### config.mk
export PLATFORM = sky130hd
export DESIGN_NAME = bod_decoder
export DESIGN_NICKNAME = d
export VERILOG_FILES = /design/src/inc/bod_pkg.sv /design/src/hw/bod_decoder.sv
export VERILOG_INCLUDE_DIRS = /design/src /design/src/inc
export SDC_FILE = /design/constraint.sdc
export NUM_CORES = 1
export LEC_CHECK = 0
export ABC_CLOCK_PERIOD_IN_PS = 5650
export BUFFER_PORTS_ARGS = -buffer_cell sky130_fd_sc_hd__buf_2
export CORE_MARGIN = 4
export CORE_UTILIZATION = 48
export DETAILED_ROUTE_END_ITERATION = 8
export PLACE_DENSITY = 0.7
export SLEW_MARGIN = 20
export SYNTH_ARGS = -nofsm -noshare
export SYNTH_HDL_FRONTEND = slang
export SYNTH_SLANG_ARGS = --single-unit
### constraint.sdc
create_clock -name clk_sys_in -period 5.65 [get_ports clk_sys_in]
set_input_delay 0.2825 -clock clk_sys_in [delete_from_list [all_inputs] [get_ports clk_sys_in]]
set_output_delay 0.2825 -clock clk_sys_in [all_outputs]
set_load 0.02 [all_outputs]
### src/inc/bod_regs.svh
// register offsets, field positions, encodings and masks of the byte-op decoder
`ifndef BOD_REGS_SVH
`define BOD_REGS_SVH
`define BOD_ADDR_W 3
`define BOD_REG_CTRL 3'h0
`define BOD_REG_STAT 3'h1
`define BOD_REG_COUNT 3'h2
`define BOD_REG_BANK 3'h3
`define BOD_REG_LAST 3'h4
`define BOD_CTRL_PRESC 0
`define BOD_CTRL_EN 1
`define BOD_CTRL_RST 2'h2
`define BOD_F_MSB 7
`define BOD_D_BIT 9
`define BOD_A_BIT 8
`define BOD_S_BIT 8
`define BOD_B_MSB 11
`define BOD_B_LSB 9
`define BOD_LONG_MSB 11
`define BOD_BRA_MSB 10
`define BOD_BRA_SEL 11
`define BOD_PREFIX 4'hf
// flag mask bits, msb first: c, dc, ov, z, n
`define BOD_FL_ARITH 5'h1f
`define BOD_FL_CZN 5'h13
`define BOD_FL_ZN 5'h03
`define BOD_FL_Z 5'h02
`define BOD_FL_NONE 5'h00
`define BOD_PORT_LO 8'h80
`define BOD_PORT_HI 8'h84
`define BOD_TIMER0 8'hd6
`define BOD_ACC_SPLIT 8'h60
`define BOD_ACC_HI_BANK 4'hf
`define BOD_ACC_LO_BANK 4'h0
`endif

### src/inc/bod_pkg.sv
// decoded operation and sequencer state types of the byte-op decoder
`default_nettype none
package bod_pkg;
  typedef enum logic [5:0] {
    op_nop = 6'h00, op_add = 6'h01, op_addc = 6'h02, op_and = 6'h03,
    op_or = 6'h04, op_xor = 6'h05, op_complement_file = 6'h06, op_cpeq = 6'h07,
    op_cpgt = 6'h08, op_cplt = 6'h09, op_decf = 6'h0a, op_decsz = 6'h0b,
    op_decsnz = 6'h0c, op_incf = 6'h0d, op_incsz = 6'h0e, op_incsnz = 6'h0f,
    op_rlc = 6'h10, op_rrc = 6'h11, op_rln = 6'h12, op_rrn = 6'h13,
    op_sub = 6'h14, op_subb = 6'h15, op_subfb = 6'h16, op_mul = 6'h17,
    op_neg = 6'h18, op_move2 = 6'h19, op_clrf = 6'h1a, op_movf = 6'h1b,
    op_movwf = 6'h1c, op_setf = 6'h1d, op_swapf = 6'h1e, op_tstsz = 6'h1f,
    op_bit = 6'h20, op_literal = 6'h21, op_call = 6'h22, op_goto = 6'h23,
    op_bra = 6'h24, op_rcall = 6'h25, op_bcond = 6'h26, op_lfsr = 6'h27,
    op_other = 6'h28
  } bod_op_t;
  typedef enum logic [1:0] {
    st_fetch = 2'h0,
    st_second = 2'h1
  } bod_state_t;
endpackage
`default_nettype wire

### src/hw/bod_decoder.sv
// byte-oriented instruction decoder with avalon-mm control registers
// Operation
// (RL1) d=0 result to accumulator, d=1 to file
// (RL2) a=0 access bank, a=1 bank select register
// (RL3) 8-bit file address in low byte
// (RL4) two-word move: 12-bit source, 1111+12-bit destination
// (RL5) 3-bit field selects bit position
// (RL6) literal operand from low byte
// (RL7) call/goto 20-bit target over two words
// (RL8) unconditional branch offset bits 10:0
// (RL9) conditional branch offset bits 7:0
// (RL10) add, add-carry, inc, dec, negate: all five flags
// (RL11) logic ops update zero and negative only
// (RL12) compare-skips: one cycle, flags untouched
// (RL13) counting skips leave flags untouched
// (RL14) rotates: with carry CZN, plain ZN
// (RL15) subtracts update all five flags
// (RL16) multiply single cycle, no flags
// (RL17) pc change or true test adds nop cycle
// (RL18) unconsumed second word executes as nop
// (RL19) port read-modify-write sources pin levels; the code does so only for ports addressed with a=0
// (RL20) timer-zero write clears assigned prescaler; the code clears it only for a=0 writes and two-word moves to it
// (RL21) fast bit selects shadow save/restore
// (RL22) branch offsets two's complement added to pc
// (RL23) multiply result to product byte registers
//
// The implementer's own choices: the address map and the Avalon-MM interface to the registers.
`timescale 1ns/1ps
`default_nettype none
`include "bod_regs.svh"
module bod_decoder #(
  parameter int PC_W = 21,
  parameter int CNT_W = 16
) (
  input wire logic clk_sys_in,
  input wire logic rst_n_in,
  input wire logic [15:0] instr_word_in,
  input wire logic instr_valid_in,
  input wire logic [PC_W-1:0] pc_in,
  input wire logic cond_true_in,
  input wire logic [`BOD_ADDR_W-1:0] avs_address,
  input wire logic avs_read,
  input wire logic avs_write,
  input wire logic [31:0] avs_writedata,
  output logic [31:0] avs_readdata,
  output logic avs_waitrequest,
  output logic valid_out,
  output logic [5:0] op_out,
  output logic dest_file_out,
  output logic [11:0] file_addr_out,
  output logic [2:0] bit_sel_out,
  output logic [7:0] literal_out,
  output logic [11:0] dst_addr_out,
  output logic [19:0] target_out,
  output logic [PC_W-1:0] branch_target_out,
  output logic [4:0] flag_mask_out,
  output logic fast_out,
  output logic pins_source_out,
  output logic clear_prescaler_out,
  output logic product_write_out,
  output logic exec_nop_out
);
  //////////////////////////////////////////////////////////////////////////
  logic rst_meta_ff;
  logic rst_sync_ff;
  always_ff @(posedge clk_sys_in or negedge rst_n_in) begin
    if (!rst_n_in) begin
      rst_meta_ff <= 1'b0;
      rst_sync_ff <= 1'b0;
    end else begin
      rst_meta_ff <= 1'b1;
      rst_sync_ff <= rst_meta_ff;
    end
  end
  wire logic rst_n = rst_sync_ff;
  //////////////////////////////////////////////////////////////////////////
  function automatic bod_pkg::bod_op_t dec_op(input logic [15:0] w);
    dec_op = bod_pkg::op_other;
    case (w[15:10])
      6'h09: dec_op = bod_pkg::op_add; // RL10
      6'h08: dec_op = bod_pkg::op_addc; // RL10
      6'h0a: dec_op = bod_pkg::op_incf;
      6'h01: dec_op = bod_pkg::op_decf;
      6'h05: dec_op = bod_pkg::op_and; // RL11
      6'h04: dec_op = bod_pkg::op_or; // RL11
      6'h06: dec_op = bod_pkg::op_xor; // RL11
      6'h07: dec_op = bod_pkg::op_complement_file; // RL11
      6'h0b: dec_op = bod_pkg::op_decsz; // RL13
      6'h13: dec_op = bod_pkg::op_decsnz; // RL13
      6'h0f: dec_op = bod_pkg::op_incsz; // RL13
      6'h12: dec_op = bod_pkg::op_incsnz; // RL13
      6'h0d: dec_op = bod_pkg::op_rlc; // RL14
      6'h0c: dec_op = bod_pkg::op_rrc; // RL14
      6'h11: dec_op = bod_pkg::op_rln; // RL14
      6'h10: dec_op = bod_pkg::op_rrn; // RL14
      6'h17: dec_op = bod_pkg::op_sub; // RL15
      6'h16: dec_op = bod_pkg::op_subb; // RL15
      6'h15: dec_op = bod_pkg::op_subfb; // RL15
      6'h14: dec_op = bod_pkg::op_movf;
      6'h0e: dec_op = bod_pkg::op_swapf;
      default: begin
        case (w[15:9])
          7'h01: dec_op = bod_pkg::op_mul; // RL16
          7'h30: dec_op = bod_pkg::op_cplt; // RL12
          7'h31: dec_op = bod_pkg::op_cpeq; // RL12
          7'h32: dec_op = bod_pkg::op_cpgt; // RL12
          7'h33: dec_op = bod_pkg::op_tstsz;
          7'h34: dec_op = bod_pkg::op_setf;
          7'h35: dec_op = bod_pkg::op_clrf;
          7'h36: dec_op = bod_pkg::op_neg; // RL10
          7'h37: dec_op = bod_pkg::op_movwf;
          default: begin
            case (w[15:12])
              4'h7, 4'h8, 4'h9, 4'ha, 4'hb: dec_op = bod_pkg::op_bit;
              4'hc: dec_op = bod_pkg::op_move2; // RL4
              4'hd: dec_op = w[`BOD_BRA_SEL] ? bod_pkg::op_rcall : bod_pkg::op_bra;
              4'he: begin
                if (!w[11])
                  dec_op = bod_pkg::op_bcond; // RL9
                else if (w[11:9] == 3'h6)
                  dec_op = bod_pkg::op_call; // RL7
                else if (w[11:8] == 4'hf)
                  dec_op = bod_pkg::op_goto; // RL7
                else if (w[11:8] == 4'he)
                  dec_op = bod_pkg::op_lfsr;
              end
              // a stray second word in fetch is harmless
              4'hf: dec_op = bod_pkg::op_nop; // RL18
              4'h0: if (w[11]) dec_op = bod_pkg::op_literal; // RL6
              default: dec_op = bod_pkg::op_other;
            endcase
          end
        endcase
      end
    endcase
  endfunction
  function automatic logic [4:0] flags_of(input bod_pkg::bod_op_t op);
    case (op)
      bod_pkg::op_add, bod_pkg::op_addc, bod_pkg::op_incf, bod_pkg::op_decf,
      bod_pkg::op_neg: flags_of = `BOD_FL_ARITH; // RL10
      bod_pkg::op_sub, bod_pkg::op_subb,
      bod_pkg::op_subfb: flags_of = `BOD_FL_ARITH; // RL15
      bod_pkg::op_and, bod_pkg::op_or, bod_pkg::op_xor, bod_pkg::op_complement_file,
      bod_pkg::op_movf, bod_pkg::op_rln, bod_pkg::op_rrn: flags_of = `BOD_FL_ZN; // RL11 RL14
      bod_pkg::op_rlc, bod_pkg::op_rrc: flags_of = `BOD_FL_CZN; // RL14
      bod_pkg::op_clrf: flags_of = `BOD_FL_Z;
      default: flags_of = `BOD_FL_NONE; // RL12 RL13 RL16
    endcase
  endfunction
  function automatic logic has_d(input bod_pkg::bod_op_t op);
    has_d = (op >= bod_pkg::op_add) && (op <= bod_pkg::op_subfb)
      && (op != bod_pkg::op_cpeq) && (op != bod_pkg::op_cpgt)
      && (op != bod_pkg::op_cplt);
    if (op == bod_pkg::op_movf || op == bod_pkg::op_swapf)
      has_d = 1'b1;
  endfunction
  function automatic logic always_file(input bod_pkg::bod_op_t op);
    always_file = (op == bod_pkg::op_clrf) || (op == bod_pkg::op_setf)
      || (op == bod_pkg::op_movwf) || (op == bod_pkg::op_neg)
      || (op == bod_pkg::op_bit);
  endfunction
  function automatic logic pc_mod(input bod_pkg::bod_op_t op);
    pc_mod = (op == bod_pkg::op_bra) || (op == bod_pkg::op_rcall)
      || (op == bod_pkg::op_call) || (op == bod_pkg::op_goto);
  endfunction
  function automatic logic cond_op(input bod_pkg::bod_op_t op);
    cond_op = (op == bod_pkg::op_bcond) || (op == bod_pkg::op_cpeq)
      || (op == bod_pkg::op_cpgt) || (op == bod_pkg::op_cplt)
      || (op == bod_pkg::op_decsz) || (op == bod_pkg::op_decsnz)
      || (op == bod_pkg::op_incsz) || (op == bod_pkg::op_incsnz)
      || (op == bod_pkg::op_tstsz);
  endfunction
  function automatic logic two_word(input bod_pkg::bod_op_t op);
    two_word = (op == bod_pkg::op_move2) || (op == bod_pkg::op_call)
      || (op == bod_pkg::op_goto) || (op == bod_pkg::op_lfsr);
  endfunction
  //////////////////////////////////////////////////////////////////////////
  logic [1:0] ctrl_ff;
  logic [3:0] bank_ff;
  logic [CNT_W-1:0] count_ff;
  logic [15:0] last_ff;
  logic ack_ff;
  logic [31:0] rdata_ff;
  bod_pkg::bod_state_t state_ff;
  bod_pkg::bod_op_t op_ff;
  bod_pkg::bod_op_t first_op_ff;
  logic [11:0] first_addr_ff;
  logic first_fast_ff;
  logic flush_pend_ff;
  //////////////////////////////////////////////////////////////////////////
  wire logic req = avs_read | avs_write;
  assign avs_waitrequest = req & ~ack_ff;
  assign avs_readdata = rdata_ff;
  wire logic wr_take = avs_write & ack_ff;
  always_ff @(posedge clk_sys_in or negedge rst_n) begin
    if (!rst_n)
      ack_ff <= 1'b0;
    else
      ack_ff <= req & ~ack_ff;
  end
  always_ff @(posedge clk_sys_in or negedge rst_n) begin
    if (!rst_n) begin
      rdata_ff <= 32'h0;
    end else if (avs_read && !ack_ff) begin
      case (avs_address)
        `BOD_REG_CTRL: rdata_ff <= {30'h0, ctrl_ff};
        `BOD_REG_STAT: rdata_ff <= {23'h0, flush_pend_ff, state_ff, op_ff};
        `BOD_REG_COUNT: rdata_ff <= {{(32-CNT_W){1'b0}}, count_ff};
        `BOD_REG_BANK: rdata_ff <= {28'h0, bank_ff};
        `BOD_REG_LAST: rdata_ff <= {16'h0, last_ff};
        default: rdata_ff <= 32'h0;
      endcase
    end
  end
  always_ff @(posedge clk_sys_in or negedge rst_n) begin
    if (!rst_n) begin
      ctrl_ff <= `BOD_CTRL_RST;
      bank_ff <= 4'h0;
    end else if (wr_take) begin
      if (avs_address == `BOD_REG_CTRL)
        ctrl_ff <= avs_writedata[1:0];
      if (avs_address == `BOD_REG_BANK)
        bank_ff <= avs_writedata[3:0];
    end
  end
  //////////////////////////////////////////////////////////////////////////
  // a taken test or pc change kills the next word
  wire logic flush_now = valid_out &
    (pc_mod(op_ff) | (cond_op(op_ff) & cond_true_in)) | flush_pend_ff; // RL17
  wire logic [15:0] w = instr_word_in;
  wire logic fetch = (state_ff == bod_pkg::st_fetch);
  wire logic kill = flush_now | ~ctrl_ff[`BOD_CTRL_EN];
  wire bod_pkg::bod_op_t nxt_op = kill ? bod_pkg::op_nop : dec_op(w);
  wire logic [7:0] f8 = w[`BOD_F_MSB:0]; // RL3
  wire logic [11:0] eff_addr = w[`BOD_A_BIT] ? {bank_ff, f8} : // RL2
    {(f8 >= `BOD_ACC_SPLIT) ? `BOD_ACC_HI_BANK : `BOD_ACC_LO_BANK, f8};
  wire logic nxt_dest = always_file(nxt_op) | (has_d(nxt_op) & w[`BOD_D_BIT]); // RL1
  wire logic in_access = ~w[`BOD_A_BIT];
  wire logic [PC_W-1:0] off11 = PC_W'({{(PC_W-11){w[`BOD_BRA_MSB]}},
    w[`BOD_BRA_MSB:0]}); // RL8
  wire logic [PC_W-1:0] off8 = PC_W'({{(PC_W-8){w[`BOD_F_MSB]}}, f8}); // RL9
  wire logic [PC_W-1:0] offs = (nxt_op == bod_pkg::op_bcond) ? off8 : off11;
  //////////////////////////////////////////////////////////////////////////
  always_ff @(posedge clk_sys_in or negedge rst_n) begin
    if (!rst_n)
      flush_pend_ff <= 1'b0;
    else if (instr_valid_in && fetch)
      flush_pend_ff <= 1'b0;
    else if (flush_now)
      flush_pend_ff <= 1'b1;
  end
  always_ff @(posedge clk_sys_in or negedge rst_n) begin
    if (!rst_n) begin
      state_ff <= bod_pkg::st_fetch;
      first_op_ff <= bod_pkg::op_nop;
      first_addr_ff <= 12'h0;
      first_fast_ff <= 1'b0;
    end else if (instr_valid_in) begin
      if (!fetch) begin
        state_ff <= bod_pkg::st_fetch;
      end else if (two_word(nxt_op)) begin
        state_ff <= bod_pkg::st_second;
        first_op_ff <= nxt_op;
        first_addr_ff <= w[`BOD_LONG_MSB:0]; // RL4 RL7
        first_fast_ff <= w[`BOD_S_BIT]; // RL21
      end
    end
  end
  always_ff @(posedge clk_sys_in or negedge rst_n) begin
    if (!rst_n) begin
      count_ff <= '0;
      last_ff <= 16'h0;
    end else if (instr_valid_in) begin
      count_ff <= count_ff + CNT_W'(1);
      last_ff <= w;
    end
  end
  //////////////////////////////////////////////////////////////////////////
  // first word of a pair shows as nop; the op comes out with its second word
  always_ff @(posedge clk_sys_in or negedge rst_n) begin
    if (!rst_n) begin
      valid_out <= 1'b0;
      op_ff <= bod_pkg::op_nop;
      dest_file_out <= 1'b0;
      file_addr_out <= 12'h0;
      bit_sel_out <= 3'h0;
      literal_out <= 8'h0;
      dst_addr_out <= 12'h0;
      target_out <= 20'h0;
      branch_target_out <= '0;
      flag_mask_out <= `BOD_FL_NONE;
      fast_out <= 1'b0;
      pins_source_out <= 1'b0;
      clear_prescaler_out <= 1'b0;
      product_write_out <= 1'b0;
      exec_nop_out <= 1'b0;
    end else begin
      valid_out <= instr_valid_in;
      pins_source_out <= 1'b0;
      clear_prescaler_out <= 1'b0;
      product_write_out <= 1'b0;
      fast_out <= 1'b0;
      exec_nop_out <= 1'b0;
      flag_mask_out <= `BOD_FL_NONE;
      if (instr_valid_in && !fetch) begin
        op_ff <= first_op_ff;
        dest_file_out <= 1'b1;
        file_addr_out <= first_addr_ff; // RL4
        dst_addr_out <= w[`BOD_LONG_MSB:0]; // RL4
        target_out <= {w[`BOD_LONG_MSB:0], first_addr_ff[`BOD_F_MSB:0]}; // RL7
        fast_out <= (first_op_ff == bod_pkg::op_call) & first_fast_ff; // RL21
        clear_prescaler_out <= (first_op_ff == bod_pkg::op_move2) &
          (w[`BOD_LONG_MSB:0] == {`BOD_ACC_HI_BANK, `BOD_TIMER0}) &
          ctrl_ff[`BOD_CTRL_PRESC]; // RL20
      end else if (instr_valid_in) begin
        op_ff <= two_word(nxt_op) ? bod_pkg::op_nop : nxt_op;
        exec_nop_out <= kill | (w[15:12] == `BOD_PREFIX); // RL17 RL18
        dest_file_out <= nxt_dest; // RL1
        file_addr_out <= eff_addr; // RL2
        bit_sel_out <= w[`BOD_B_MSB:`BOD_B_LSB]; // RL5
        literal_out <= f8; // RL6
        branch_target_out <= pc_in + (offs << 1); // RL22
        flag_mask_out <= flags_of(nxt_op);
        product_write_out <= (nxt_op == bod_pkg::op_mul); // RL23
        // latch and pin differ on input pins, so rmw must see the pins
        pins_source_out <= nxt_dest & in_access &
          (f8 >= `BOD_PORT_LO) & (f8 <= `BOD_PORT_HI); // RL19
        clear_prescaler_out <= nxt_dest & in_access & (f8 == `BOD_TIMER0) &
          ctrl_ff[`BOD_CTRL_PRESC]; // RL20
      end
    end
  end
  assign op_out = op_ff;
endmodule
`default_nettype wire

==> results of run 1 <==
flip-flops by register name (all words and copies together) (netlist names), 4 cells and up:
| register | cells |
|---|---|
| dst_addr_out | 12 |
| first_addr_ff | 12 |
| avs_readdata | 16 |
| literal_out | 8 |
| op_out | 6 |
| file_addr_out | 12 |
| last_ff | 16 |
| count_ff | 16 |
| first_op_ff | 6 |
| flag_mask_out | 4 |
| branch_target_out | 21 |
| target_out | 8 |
| bank_ff | 4 |
timing repair:
| item | CTS | global route |
|---|---|---|
| hold buffers | 1 | 0 |
| hold endpoints to repair | 2 | 0 |
| gates resized for setup | 0 | 1 |
| endpoints found under the setup margin | 0 | 1 |
worst max-delay path: stages, from the launching register on:
cell and delay [ns]:
sky130_fd_sc_hd__dfrtp_1 0.48, sky130_fd_sc_hd__nor3b_1 0.18, sky130_fd_sc_hd__o21a_1 0.20, sky130_fd_sc_hd__o2111ai_2 0.31, sky130_fd_sc_hd__nand3_2 0.27, sky130_fd_sc_hd__a221o_1 0.47
sky130_fd_sc_hd__inv_1 0.18, sky130_fd_sc_hd__ha_1 0.25, sky130_fd_sc_hd__nand2_1 0.11, sky130_fd_sc_hd__nor4b_4 0.34, sky130_fd_sc_hd__mux2i_1 0.32, sky130_fd_sc_hd__inv_1 0.09
sky130_fd_sc_hd__ha_1 0.36, sky130_fd_sc_hd__a21o_1 0.23, sky130_fd_sc_hd__a21o_1 0.18, sky130_fd_sc_hd__a21oi_1 0.31, sky130_fd_sc_hd__o211a_1 0.23, sky130_fd_sc_hd__o21bai_1 0.06
sky130_fd_sc_hd__a21oi_1 0.18, sky130_fd_sc_hd__xor2_1 0.15, sky130_fd_sc_hd__o21ai_0 0.09
cells in the mapped netlist (5+ instances only):
library cell               number  area [sq um]
sky130_fd_sc_hd__nand2b_1      10          62.6
sky130_fd_sc_hd__buf_4         30           225
sky130_fd_sc_hd__a21oi_1       51           255
sky130_fd_sc_hd__dfrtp_1      157          3930
sky130_fd_sc_hd__nand3_1       11          55.1
sky130_fd_sc_hd__or3_1          6          37.5
sky130_fd_sc_hd__o21bai_1       5          37.5
sky130_fd_sc_hd__and3_1         9          56.3
sky130_fd_sc_hd__nor3_1         9          45.0
sky130_fd_sc_hd__a21o_1         9          67.6
sky130_fd_sc_hd__mux2i_1       11           110
sky130_fd_sc_hd__xnor2_1       20           175
sky130_fd_sc_hd__a22o_1        17           149
sky130_fd_sc_hd__a211oi_1       6          45.0
sky130_fd_sc_hd__o21a_1        12          90.1
sky130_fd_sc_hd__nand4_1       10          62.6
sky130_fd_sc_hd__buf_6          5          56.3
sky130_fd_sc_hd__mux2_1         9           101
sky130_fd_sc_hd__ha_1          26           325
sky130_fd_sc_hd__mux2_2        41           462
sky130_fd_sc_hd__mux2_4         9           135
sky130_fd_sc_hd__o21ai_0       54           270
sky130_fd_sc_hd__buf_2         14          70.1
sky130_fd_sc_hd__xor2_1        12           105
sky130_fd_sc_hd__a22oi_1        6          45.0
sky130_fd_sc_hd__inv_1         14          52.6
sky130_fd_sc_hd__nor2_1        60           225
sky130_fd_sc_hd__clkbuf_1      29           109
sky130_fd_sc_hd__nor2b_1       14          87.6
sky130_fd_sc_hd__nand2_1      104           390
metal layers:
| metal | track usage | wire length (um) | up-vias |
|---|---|---|---|
| li1 | - | - | 3293 |
| met1 | 0.301 | 9810 | 3280 |
| met2 | 0.324 | 10000 | 194 |
| met3 | 0.0593 | 1420 | 19 |
| met4 | 0.0575 | 236 | 0 |
| met5 | 0 | 0 | - |
layout make-up:
cell class	count	area, sq um
multi-input combinational	627	4360
timing repair buffer	170	878
inverter	17	63.8
tap	229	287
sequential	158	3960
fill	1568	7760
clock buffer	20	447
clock inverter	12	208
where the power goes:
part / switching (mW) / internal, mW / total (mW) / leakage [nW]
Combinational: 0.540 / 0.344 / 0.884 / 2.58
Clock: 0.476 / 0.802 / 1.28 / 0.320
Sequential: 0.142 / 1.31 / 1.45 / 2.01
Total: 1.16 / 2.45 / 3.61 / 4.90
path summary, 6_finish.rpt:
kind | slack (ns) | cells after the start | startpoint | to
min in group asynchronous | 0.17 | 2 | rst_n_in | rst_n
max in group asynchronous | 4.05 | 1 | rst_n | op_out[0]
worst max register to register | 0.51 | 20 | op_out[5] | branch_target_out[19]
worst min-delay path | 0.05 | 3 | pc_in[0] | branch_target_out[0]
worst max-delay path | 0.51 | 20 | op_out[5] | branch_target_out[19]
worst min register to register | 0.34 | 0 | rst_n | target_out[3]
stage by stage:
stage           util  std cells  hold WS [ns]  worst slack, ns
2_1_floorplan      -        882       -0.0131            0.923
3_3_place_gp   0.530       1200        0.0674            0.601
3_5_place_dp   0.530       1200        0.0690            0.471
4_1_cts        0.567       1233        0.0340            0.424
5_1_grt        0.568       1233        0.0497           0.0576
6_report       0.568       1233        0.0455            0.508
kinds of logic (layout without fill, tap and decap cells):
family | after synthesis | after routing
other cells | 2 | 17
fa+ha+maj | 27 | 27
mux | 72 | 72
flops | 158 | 158
compound gates | 217 | 217
buf+inv | 97 | 219
xor+xnor | 32 | 32
simple gates | 262 | 262
cells in the final DEF, fill, tap and decap left out, types with 12 or more instances in the layout:
cell type and n:
sky130_fd_sc_hd__buf_2 160, sky130_fd_sc_hd__nand2_1 103, sky130_fd_sc_hd__a21oi_1 51, sky130_fd_sc_hd__dfrtp_1 156, sky130_fd_sc_hd__ha_1 26, sky130_fd_sc_hd__mux2_2 41
sky130_fd_sc_hd__nor2b_1 14, sky130_fd_sc_hd__nor2_1 60, sky130_fd_sc_hd__xor2_1 12, sky130_fd_sc_hd__o21a_1 12, sky130_fd_sc_hd__xnor2_1 20, sky130_fd_sc_hd__conb_1 17
sky130_fd_sc_hd__clkbuf_16 17, sky130_fd_sc_hd__inv_1 14, sky130_fd_sc_hd__o21ai_0 54, sky130_fd_sc_hd__a22o_1 17
==> impl_metrics.env, run 1 <==
export IMPL_place_detailed_hpwl_mm=15.0
export IMPL_synth_yosys_seq_area_share=0.451
export IMPL_start_kind="register"
export IMPL_drv_cap=0
export IMPL_simple_gate_portion_of_the_synthesized_area=0.147
export IMPL_synth_enable_flop_cells=0
export IMPL_nets=1096
export IMPL_number_of_i_o_port_buffers=160
export IMPL_crit_fanout=11
export IMPL_number_of_cell_rows=49
export IMPL_synth_compound_area_frac=0.172
export IMPL_grt_antenna_before_repair=0
export IMPL_post_synth_instance_area_sq_um=8770
export IMPL_gpl_final_weighted_congestion=0.891
export IMPL_crit_type="register to register"
export IMPL_start_util=0.488
export IMPL_finalSetupTns_ns=0
export IMPL_post_synth_arst_share=1.00
export IMPL_postSynth_topFlopCell="sky130_fd_sc_hd__dfrtp_1"
export IMPL_first_global_vias=6572
export IMPL_cellPowerDensity_nw_per_um2=354
export IMPL_post_cts_repair_setup_buffers=0
export IMPL_finalWirelength_mm=21.5
export IMPL_synth_xor_area_frac=0.0319
export IMPL_ys_warnings_count=0
export IMPL_drc=0
export IMPL_fp_dieW_um=143
export IMPL_final_setup_viol_count=0
export IMPL_drt_iter0_drc=359
export IMPL_worstMarginPinSlew_ns=0.840
export IMPL_core_area_sq_um=18000
export IMPL_io_pin_count=205
export IMPL_clock_skew_ns=0.0123
export IMPL_main_combinational_cell_family_by_area_after_synthesis="compound AO/OA/AOI/OAI gates"
export IMPL_die_h_um=143
export IMPL_synth_cell_type_count=91
export IMPL_outcome="completed"
export IMPL_cts_tree="yes"
export IMPL_layout_worst_path_cycle_share=0.910
export IMPL_achievable_frequency_mhz=194
export IMPL_design_area_sq_um=10200
export IMPL_max_clock_path_buffers=2
export IMPL_ys_seq_elements=158
export IMPL_leakage_nw=4.90
export IMPL_rsz0062_at_grt="false"
export IMPL_tritoncts_num_sinks=158
export IMPL_standard_cell_area_after_detailed_placement_sq_um=9520
export IMPL_post_route_minimum_period_ns=5.14
export IMPL_syn_inst=867
export IMPL_vias_per_cell=5.50
export IMPL_synth_adder_area_share=0.0394
export IMPL_worst_ep_arrival_time_ns=5.42
export IMPL_detailroute_via_count=6786
export IMPL_power_total_mw=3.61
export IMPL_grt_overflow=0
export IMPL_num_antenna_cells=0
export IMPL_hp_class="input port to register"
export IMPL_finalHoldViolations=0
export IMPL_drt_first_pass_iters=5
export IMPL_htree_num_levels=4
export IMPL_layout_drive_gt1_share=0.280
export IMPL_root_buffer_selected_by_cts="sky130_fd_sc_hd__clkbuf_16"
export IMPL_synthToLayoutAreaGrowth_pct=16.3
export IMPL_global_route_wire_length_before_repair_mm=34.5
export IMPL_end_kind="register"
export IMPL_worstPathRequired_ns=5.93
export IMPL_die_area_sq_um=20500
export IMPL_total_cts_buffers=17
export IMPL_pin_count_of_the_biggest_net_entering_global_routing=69
export IMPL_multiplexer_fraction_of_the_synthesized_cell_area=0.0973
export IMPL_vdd_ir_drop_worst_uv=262
export IMPL_antenna_violating_nets_left=0
export IMPL_final_max_slew_violation_count=0
export IMPL_clkTransAtPathRegs_ns=0.06
export IMPL_worst_skew_pair_late_latency_ns=0.43
export IMPL_relSlewSlack=0.440
export IMPL_drt_wirelength_per_cell_um=17.4
export IMPL_gr_usage_all_layers=0.213
export IMPL_synth_avg_cell_area_sq_um=10.1
No activity file was read; power rests on OpenSTA's default activity.
==> inputs of run 2 (changes only) <==
--- a/config.mk
+++ b/config.mk
@@ -6,12 +6,13 @@
 export SDC_FILE = /design/constraint.sdc
 export NUM_CORES = 1
 export LEC_CHECK = 0
+export ABC_AREA = 1
 export ABC_CLOCK_PERIOD_IN_PS = 5650
 export BUFFER_PORTS_ARGS = -buffer_cell sky130_fd_sc_hd__buf_2
 export CORE_MARGIN = 4
 export CORE_UTILIZATION = 48
 export DETAILED_ROUTE_END_ITERATION = 8
-export PLACE_DENSITY = 0.7
+export PLACE_DENSITY = 0.71
 export SLEW_MARGIN = 20
 export SYNTH_ARGS = -nofsm -noshare
 export SYNTH_HDL_FRONTEND = slang
==> run 2 against run 1 <==
Compared with the run above:
- utilization up 0.93 points
- worst setup slack improved by 0.71 ns
- cell count is 21% higher
- fmax grew 16%
- register-to-register slack better by 0.71 ns
- sequential share of layout area increased by 0.30 points
- global-route usage up 2.5 points
- via count is 16% higher
- clock power decreased by 7%
- combinational power fell by 7.9%
- count of clock-buffer cells in the layout up 1
- first-iteration DRC count up 63%
- critical endpoint is now branch_target_out[16]
- largest cell class is now flip-flops and latches
==> impl_metrics.env, run 2 <==
export IMPL_worstPathRequired_ns=5.97
export IMPL_place_detailed_hpwl_mm=17.3
export IMPL_drv_cap=0
export IMPL_post_cts_repair_setup_buffers=0
export IMPL_drt_first_pass_iters=6
export IMPL_combined_area_of_the_multi_input_logic_cells_sq_um=3960
export IMPL_layout_common_cells="sky130_fd_sc_hd__nand2_1, sky130_fd_sc_hd__buf_2, sky130_fd_sc_hd__dfrtp_1"
export IMPL_post_synth_top_count_cell="sky130_fd_sc_hd__nand2_1"
export IMPL_start_kind="register"
export IMPL_synth_yosys_seq_area_share=0.456
export IMPL_gpl_final_weighted_congestion=0.945
export IMPL_finalSetupTns_ns=0
export IMPL_final_setup_viol_count=0
export IMPL_crit_type="register to register"
export IMPL_root_buffer_selected_by_cts="sky130_fd_sc_hd__clkbuf_16"
export IMPL_finalHoldViolations=0
export IMPL_number_of_i_o_port_buffers=160
export IMPL_nets=1360
export IMPL_global_route_wire_length_before_repair_mm=38.5
export IMPL_final_max_slew_violation_count=0
export IMPL_outcome="completed"
export IMPL_most_area_hungry_cell_type_in_the_yosys_netlist="sky130_fd_sc_hd__dfrtp_1"
export IMPL_max_clock_path_buffers=2
export IMPL_clock_skew_ns=0.0137
export IMPL_largest_reg_flops=21
export IMPL_ys_warnings_count=0
export IMPL_start_util=0.495
export IMPL_post_synth_arst_share=1.00
export IMPL_number_of_cell_rows=48
export IMPL_io_pin_count=205
export IMPL_num_antenna_cells=0
export IMPL_rsz0062_at_grt="false"
export IMPL_drt_iter0_drc=584
export IMPL_worst_skew_pair_late_latency_ns=0.44
export IMPL_ys_seq_elements=158
export IMPL_achievable_frequency_mhz=226
export IMPL_core_area_sq_um=17500
export IMPL_syn_inst=1111
export IMPL_drt_wirelength_per_cell_um=15.9
export IMPL_layout_commonest_cell="sky130_fd_sc_hd__nand2_1"
export IMPL_layout_worst_path_cycle_share=0.785
export IMPL_leakage_nw=5.46
export IMPL_final_critical_path_setup_slack_ns=1.22
export IMPL_cts_tree="yes"
export IMPL_worstMarginPinSlew_ns=0.919
export IMPL_drc=0
export IMPL_hp_class="input port to register"
export IMPL_grt_overflow=0
export IMPL_total_cts_buffers=17
export IMPL_synth_area_top_cells="sky130_fd_sc_hd__dfrtp_1, sky130_fd_sc_hd__nand2_1, sky130_fd_sc_hd__o21ai_0, sky130_fd_sc_hd__inv_1, sky130_fd_sc_hd__nand3_1"
export IMPL_worst_ep_arrival_time_ns=4.75
export IMPL_pin_count_of_the_biggest_net_entering_global_routing=65
export IMPL_placement_setup_worst_slack_ns=0.902
export IMPL_end_kind="register"
export IMPL_tritoncts_num_sinks=158
export IMPL_register_with_the_most_flip_flops="branch_target_out"
export IMPL_synth_avg_cell_area_sq_um=7.81
export IMPL_post_synth_instance_area_sq_um=8680
export IMPL_die_area_sq_um=20300
export IMPL_ff_latch_area_sq_um=3960
export IMPL_synth_cell_type_count=47
export IMPL_clkTransAtPathRegs_ns=0.07
export IMPL_first_global_vias=7496
export IMPL_postSynth_topFlopCell="sky130_fd_sc_hd__dfrtp_1"
export IMPL_fillerInstances=1606
export IMPL_netlist_area_leader_share=0.453
export IMPL_vdd_ir_drop_worst_uv=238
export IMPL_synthTopCellsByCount="sky130_fd_sc_hd__nand2_1, sky130_fd_sc_hd__dfrtp_1, sky130_fd_sc_hd__inv_1"
export IMPL_htree_num_levels=4
export IMPL_crit_fanout=9
export IMPL_fp_dieW_um=142
export IMPL_grt_antenna_before_repair=0
export IMPL_die_h_um=142
export IMPL_synthToLayoutAreaGrowth_pct=16.6
export IMPL_finalWirelength_mm=23.7
export IMPL_cellPowerDensity_nw_per_um2=337
export IMPL_antenna_violating_nets_left=0
export IMPL_relSlewSlack=0.387
export IMPL_vias_per_cell=5.26
export IMPL_gr_usage_all_layers=0.237
export IMPL_detailroute_via_count=7848
export IMPL_layout_drive_gt1_share=0.190
export IMPL_synth_enable_flop_cells=0
export IMPL_post_route_minimum_period_ns=4.43
## run 2: changes by cell type after synthesis, moves of 11 or more
cell	delta
sky130_fd_sc_hd__o21ai_2	+16
sky130_fd_sc_hd__nor2b_1	-14
sky130_fd_sc_hd__xnor2_1	-16
sky130_fd_sc_hd__mux2_2	-40
sky130_fd_sc_hd__o21a_1	-12
sky130_fd_sc_hd__mux2i_1	-11
sky130_fd_sc_hd__a22o_1	-17
sky130_fd_sc_hd__nor2_1	+22
sky130_fd_sc_hd__nand3_1	+67
sky130_fd_sc_hd__o21ai_0	+32
sky130_fd_sc_hd__nand2_1	+227
sky130_fd_sc_hd__inv_1	+99
## run 2: cell families (layout without fill, tap and decap cells)
group / count (synthesis) / count (layout) / share of synthesized area
xor gates and xnor gates: 26 / 26 / 0.0262
adders and majority gates: 27 / 27 / 0.0398
DFF: 158 / 158 / 0.456
AOI/OAI and AO/OA: 182 / 182 / 0.121
buffers and inverters: 180 / 320 / 0.0953
other: 2 / 17 / 0.000865
and+or+nand+nor: 535 / 535 / 0.260
muxes: 1 / 1 / 0.00130
## run 2: layer usage
metal  global-route usage  routed length, um
met1                0.330              10700
met3               0.0440               1340
met2                0.380              11100
met5                    0                  0
met4               0.0730                523
## run 2: area by class of cell
| type | instances | share of cell area |
|---|---|---|
| repair buffers | 170 | 0.0868 |
| multi-input cells | 788 | 0.391 |
| clock inverters | 9 | 0.0133 |
| well taps | 225 | 0.0278 |
| clock buffers | 21 | 0.0455 |
| flip-flops and latches | 158 | 0.391 |
| inverters | 120 | 0.0445 |
## run 2: power breakdown
group | switching (mW) | internal, mW
Combinational | 0.549 | 0.265
Sequential | 0.115 | 1.29
Clock | 0.471 | 0.715
## run 2: critical path, cell delays in order, from the launching register on
cell,delay (ns)
sky130_fd_sc_hd__dfrtp_1,0.52
sky130_fd_sc_hd__nand2_1,0.09
sky130_fd_sc_hd__a21oi_1,0.22
sky130_fd_sc_hd__nor2_1,0.08
sky130_fd_sc_hd__nand3_1,0.11
sky130_fd_sc_hd__nand3_1,0.19
sky130_fd_sc_hd__inv_1,0.24
sky130_fd_sc_hd__nand2_1,0.08
sky130_fd_sc_hd__nor2_1,0.11
sky130_fd_sc_hd__buf_4,0.16
sky130_fd_sc_hd__inv_1,0.09
sky130_fd_sc_hd__ha_1,0.24
sky130_fd_sc_hd__nand3_1,0.15
sky130_fd_sc_hd__nor2_1,0.08
sky130_fd_sc_hd__nand2_1,0.11
sky130_fd_sc_hd__nand2_1,0.09
sky130_fd_sc_hd__inv_1,0.26
sky130_fd_sc_hd__ha_1,0.35
sky130_fd_sc_hd__a21oi_1,0.21
sky130_fd_sc_hd__o21ai_0,0.09
sky130_fd_sc_hd__a21oi_1,0.24
sky130_fd_sc_hd__o21ai_0,0.20
sky130_fd_sc_hd__or2_2,0.31
sky130_fd_sc_hd__nand3_1,0.07
sky130_fd_sc_hd__nand2_1,0.05
## run 2: timing repair
item,CTS,global route
endpoints found under the hold margin,2,0
resized for setup,0,0
setup endpoints to repair,0,0
hold buffers,1,0
## run 2: path summary, 6_finish.rpt
check	from	endpoint	slack [ns]	cells past startpoint
max	op_out[2]	branch_target_out[16]	1.22	24
min	pc_in[0]	branch_target_out[0]	0.06	3
max reg2reg	op_out[2]	branch_target_out[16]	1.22	24
min reg2reg	rst_n	flag_mask_out[4]	0.34	0
max in group asynchronous	rst_n	last_ff[7]	4.07	1
min in group asynchronous	rst_n_in	rst_meta_ff	0.15	2
## run 2: through the flow
stage | instance area (sq um) | cells | util | power, mW | hold slack, ns
after global placement | 9520 | 1460 | 0.543 | 2.22 | 0.0725
after floorplan | 8740 | 1126 | - | 1.99 | -0.0131
after global routing | 10100 | 1491 | 0.577 | 3.60 | 0.0640
final | 10100 | 1491 | 0.577 | 3.41 | 0.0590
after CTS | 10100 | 1491 | 0.577 | 3.43 | 0.0527
after detailed placement | 9520 | 1460 | 0.543 | 2.24 | 0.0746
==> inputs of run 3 (changes only) <==
--- a/config.mk
+++ b/config.mk
@@ -7,12 +7,12 @@
 export NUM_CORES = 1
 export LEC_CHECK = 0
 export ABC_AREA = 1
-export ABC_CLOCK_PERIOD_IN_PS = 5650
+export ABC_CLOCK_PERIOD_IN_PS = 3950
 export BUFFER_PORTS_ARGS = -buffer_cell sky130_fd_sc_hd__buf_2
 export CORE_MARGIN = 4
 export CORE_UTILIZATION = 48
 export DETAILED_ROUTE_END_ITERATION = 8
-export PLACE_DENSITY = 0.71
+export PLACE_DENSITY = 0.73
 export SLEW_MARGIN = 20
 export SYNTH_ARGS = -nofsm -noshare
 export SYNTH_HDL_FRONTEND = slang
==> constraint.sdc (replaced) <==
create_clock -name clk_sys_in -period 3.95 [get_ports clk_sys_in]
set_input_delay 0.1975 -clock clk_sys_in [delete_from_list [all_inputs] [get_ports clk_sys_in]]
set_output_delay 0.1975 -clock clk_sys_in [all_outputs]
set_load 0.02 [all_outputs]
==> run 3 against run 2 <==
Compared with the run above:
- critical path depth increased by 2
- fmax increased by 24%
- worst hold slack got worse by 0.024 ns
- clock skew about the same
- critical path type unchanged
- sequential power increased by 43%
- cell count increased by 2.7%
- count of clock-buffer cells in the layout decreased by 2
- non-clock buffer count increased by 39
- combinational power increased by 51%
- critical endpoint is now branch_target_out[17]
- flip-flop and latch count unchanged
- wire length increased by 1.1%
==> impl_metrics.env, run 3 (same netlist as run 2, synthesis figures left out) <==
export IMPL_worst_r2r_path_depth=26
export IMPL_worstMarginPinSlew_ns=0.608
export IMPL_root_buffer_selected_by_cts="sky130_fd_sc_hd__clkbuf_16"
export IMPL_finalWirelength_mm=23.9
export IMPL_final_critical_path_setup_slack_ns=0.382
export IMPL_achievable_frequency_mhz=280
export IMPL_clkTransAtPathRegs_ns=0.06
export IMPL_cellPowerDensity_nw_per_um2=483
export IMPL_outcome="completed"
export IMPL_layout_commonest_cell="sky130_fd_sc_hd__nand2_1"
export IMPL_cts_tree="yes"
export IMPL_finalHoldViolations=0
export IMPL_hold_path_cell_count=3
export IMPL_grt_overflow=0
export IMPL_layout_common_cells="sky130_fd_sc_hd__nand2_1, sky130_fd_sc_hd__buf_2, sky130_fd_sc_hd__dfrtp_1"
export IMPL_register_with_the_most_flip_flops="branch_target_out"
export IMPL_first_global_vias=7877
export IMPL_num_antenna_cells=0
export IMPL_fp_dieW_um=142
export IMPL_gpl_final_weighted_congestion=0.895
export IMPL_drt_iter0_drc=532
export IMPL_nets=1399
export IMPL_layout_drive_gt1_share=0.222
export IMPL_crit_fanout=7
export IMPL_max_clock_path_buffers=2
export IMPL_layout_worst_path_cycle_share=0.903
export IMPL_drv_cap=0
export IMPL_drt_wirelength_per_cell_um=15.6
export IMPL_vias_per_cell=5.20
export IMPL_hold_worst_slack_ns=0.0354
export IMPL_final_setup_viol_count=0
export IMPL_total_cts_buffers=17
export IMPL_end_kind="register"
export IMPL_peak_per_stage_delay_on_the_critical_path_ns=0.45
export IMPL_start_kind="register"
export IMPL_global_route_wire_length_before_repair_mm=39.2
export IMPL_core_area_sq_um=17500
export IMPL_gr_usage_all_layers=0.240
export IMPL_detailroute_via_count=7962
export IMPL_combined_area_of_the_multi_input_logic_cells_sq_um=3980
export IMPL_start_util=0.495
export IMPL_fillerInstances=1584
export IMPL_critical_path_cell_count=26
export IMPL_io_pin_count=205
export IMPL_worst_ep_arrival_time_ns=3.88
export IMPL_leakage_nw=5.68
export IMPL_htree_num_levels=4
export IMPL_grt_antenna_before_repair=0
export IMPL_clock_skew_ns=0.0135
export IMPL_post_cts_repair_setup_buffers=0
export IMPL_placement_setup_worst_slack_ns=0.0134
export IMPL_cp_slowest_cell="sky130_fd_sc_hd__dfrtp_1"
export IMPL_post_route_minimum_period_ns=3.57
export IMPL_relSlewSlack=0.594
export IMPL_drc=0
export IMPL_pin_count_of_the_biggest_net_entering_global_routing=79
export IMPL_final_instance_count_excl_fill=1531
export IMPL_number_of_i_o_port_buffers=160
export IMPL_die_h_um=142
export IMPL_vdd_ir_drop_worst_uv=355
export IMPL_worstPathRequired_ns=4.26
export IMPL_ff_latch_area_sq_um=3960
export IMPL_hp_class="input port to register"
export IMPL_place_detailed_hpwl_mm=17.7
export IMPL_total_placed_cells_including_tap_cells=1497
export IMPL_die_area_sq_um=20300
export IMPL_largest_reg_flops=21
export IMPL_worst_skew_pair_late_latency_ns=0.44
export IMPL_crit_type="register to register"
export IMPL_synthToLayoutAreaGrowth_pct=21.0
export IMPL_drt_first_pass_iters=5
export IMPL_tritoncts_num_sinks=158
export IMPL_critical_path_buf_inv_count=6
export IMPL_antenna_violating_nets_left=0
export IMPL_number_of_cell_rows=48
export IMPL_final_max_slew_violation_count=0
export IMPL_most_used_cell_along_the_critical_path="sky130_fd_sc_hd__inv_1"
export IMPL_cp_top_family="compound AO/OA/AOI/OAI gates"
[run 3: cell count changes in the layout (fill, tap and decap cells not counted), sizes merged]
cell         before  now
inv             118  120
bufinv            3    5
clkinvlp          3    2
clkbuf           21   19
buf             169  207
dlygate4sd3       1    2
[run 3: path summary, 6_finish.rpt]
| kind | from | to | slack, ns |
|---|---|---|---|
| max | op_out[5] | branch_target_out[17] | 0.38 |
| max in group asynchronous | rst_n | target_out[3] | 2.62 |
| min reg2reg | rst_n | valid_out | 0.30 |
| min | avs_read | ack_ff | 0.04 |
| max reg2reg | op_out[5] | branch_target_out[17] | 0.38 |
| min in group asynchronous | rst_n_in | rst_n | 0.06 |
[run 3: stage by stage]
step           instance area (sq um)    TNS [ns]  utilization  power [mW]
2_1_floorplan                   8740           0            -        2.85
3_3_place_gp                    9790           0        0.559        3.23
3_5_place_dp                    9790           0        0.559        3.25
4_1_cts                        10500           0        0.597        5.09
5_1_grt                        10500  -0.0000835        0.599        5.34
6_report                       10500           0        0.599        5.08
[run 3: tightest hold or removal path, cell delays in order]
cell and delay, ns:
sky130_fd_sc_hd__buf_2 0.08, sky130_fd_sc_hd__nor2_1 0.03, sky130_fd_sc_hd__nor2_1 0.10
[run 3: cell type report]
cell class | count | area share
clock buffers | 19 | 0.0422
well taps | 225 | 0.0268
inverters | 120 | 0.0429
repair buffers | 209 | 0.113
multi-input cells | 788 | 0.379
flip-flops and latches | 158 | 0.377
clock inverters | 12 | 0.0198
[run 3: timing repair]
| item | 4_1_cts | 5_1_grt |
|---|---|---|
| hold buffers | 2 | 0 |
| endpoints found under the hold margin | 3 | 0 |
| resized for setup | 0 | 12 |
| endpoints found under the setup margin | 0 | 10 |
[run 3: metal layers]
layer,global-route usage,wire (um),up-vias,share of wire
li1,-,-,3905,-
met1,0.322,10500,3745,0.44
met2,0.386,11200,249,0.47
met3,0.0417,1380,63,0.058
met4,0.0990,865,0,0.036
met5,0,0,-,0
[run 3: report_power, final]
group	switching, mW	total [mW]	internal [mW]
logic	0.806	1.23	0.424
registers	0.162	2.01	1.85
clock network	0.691	1.83	1.14
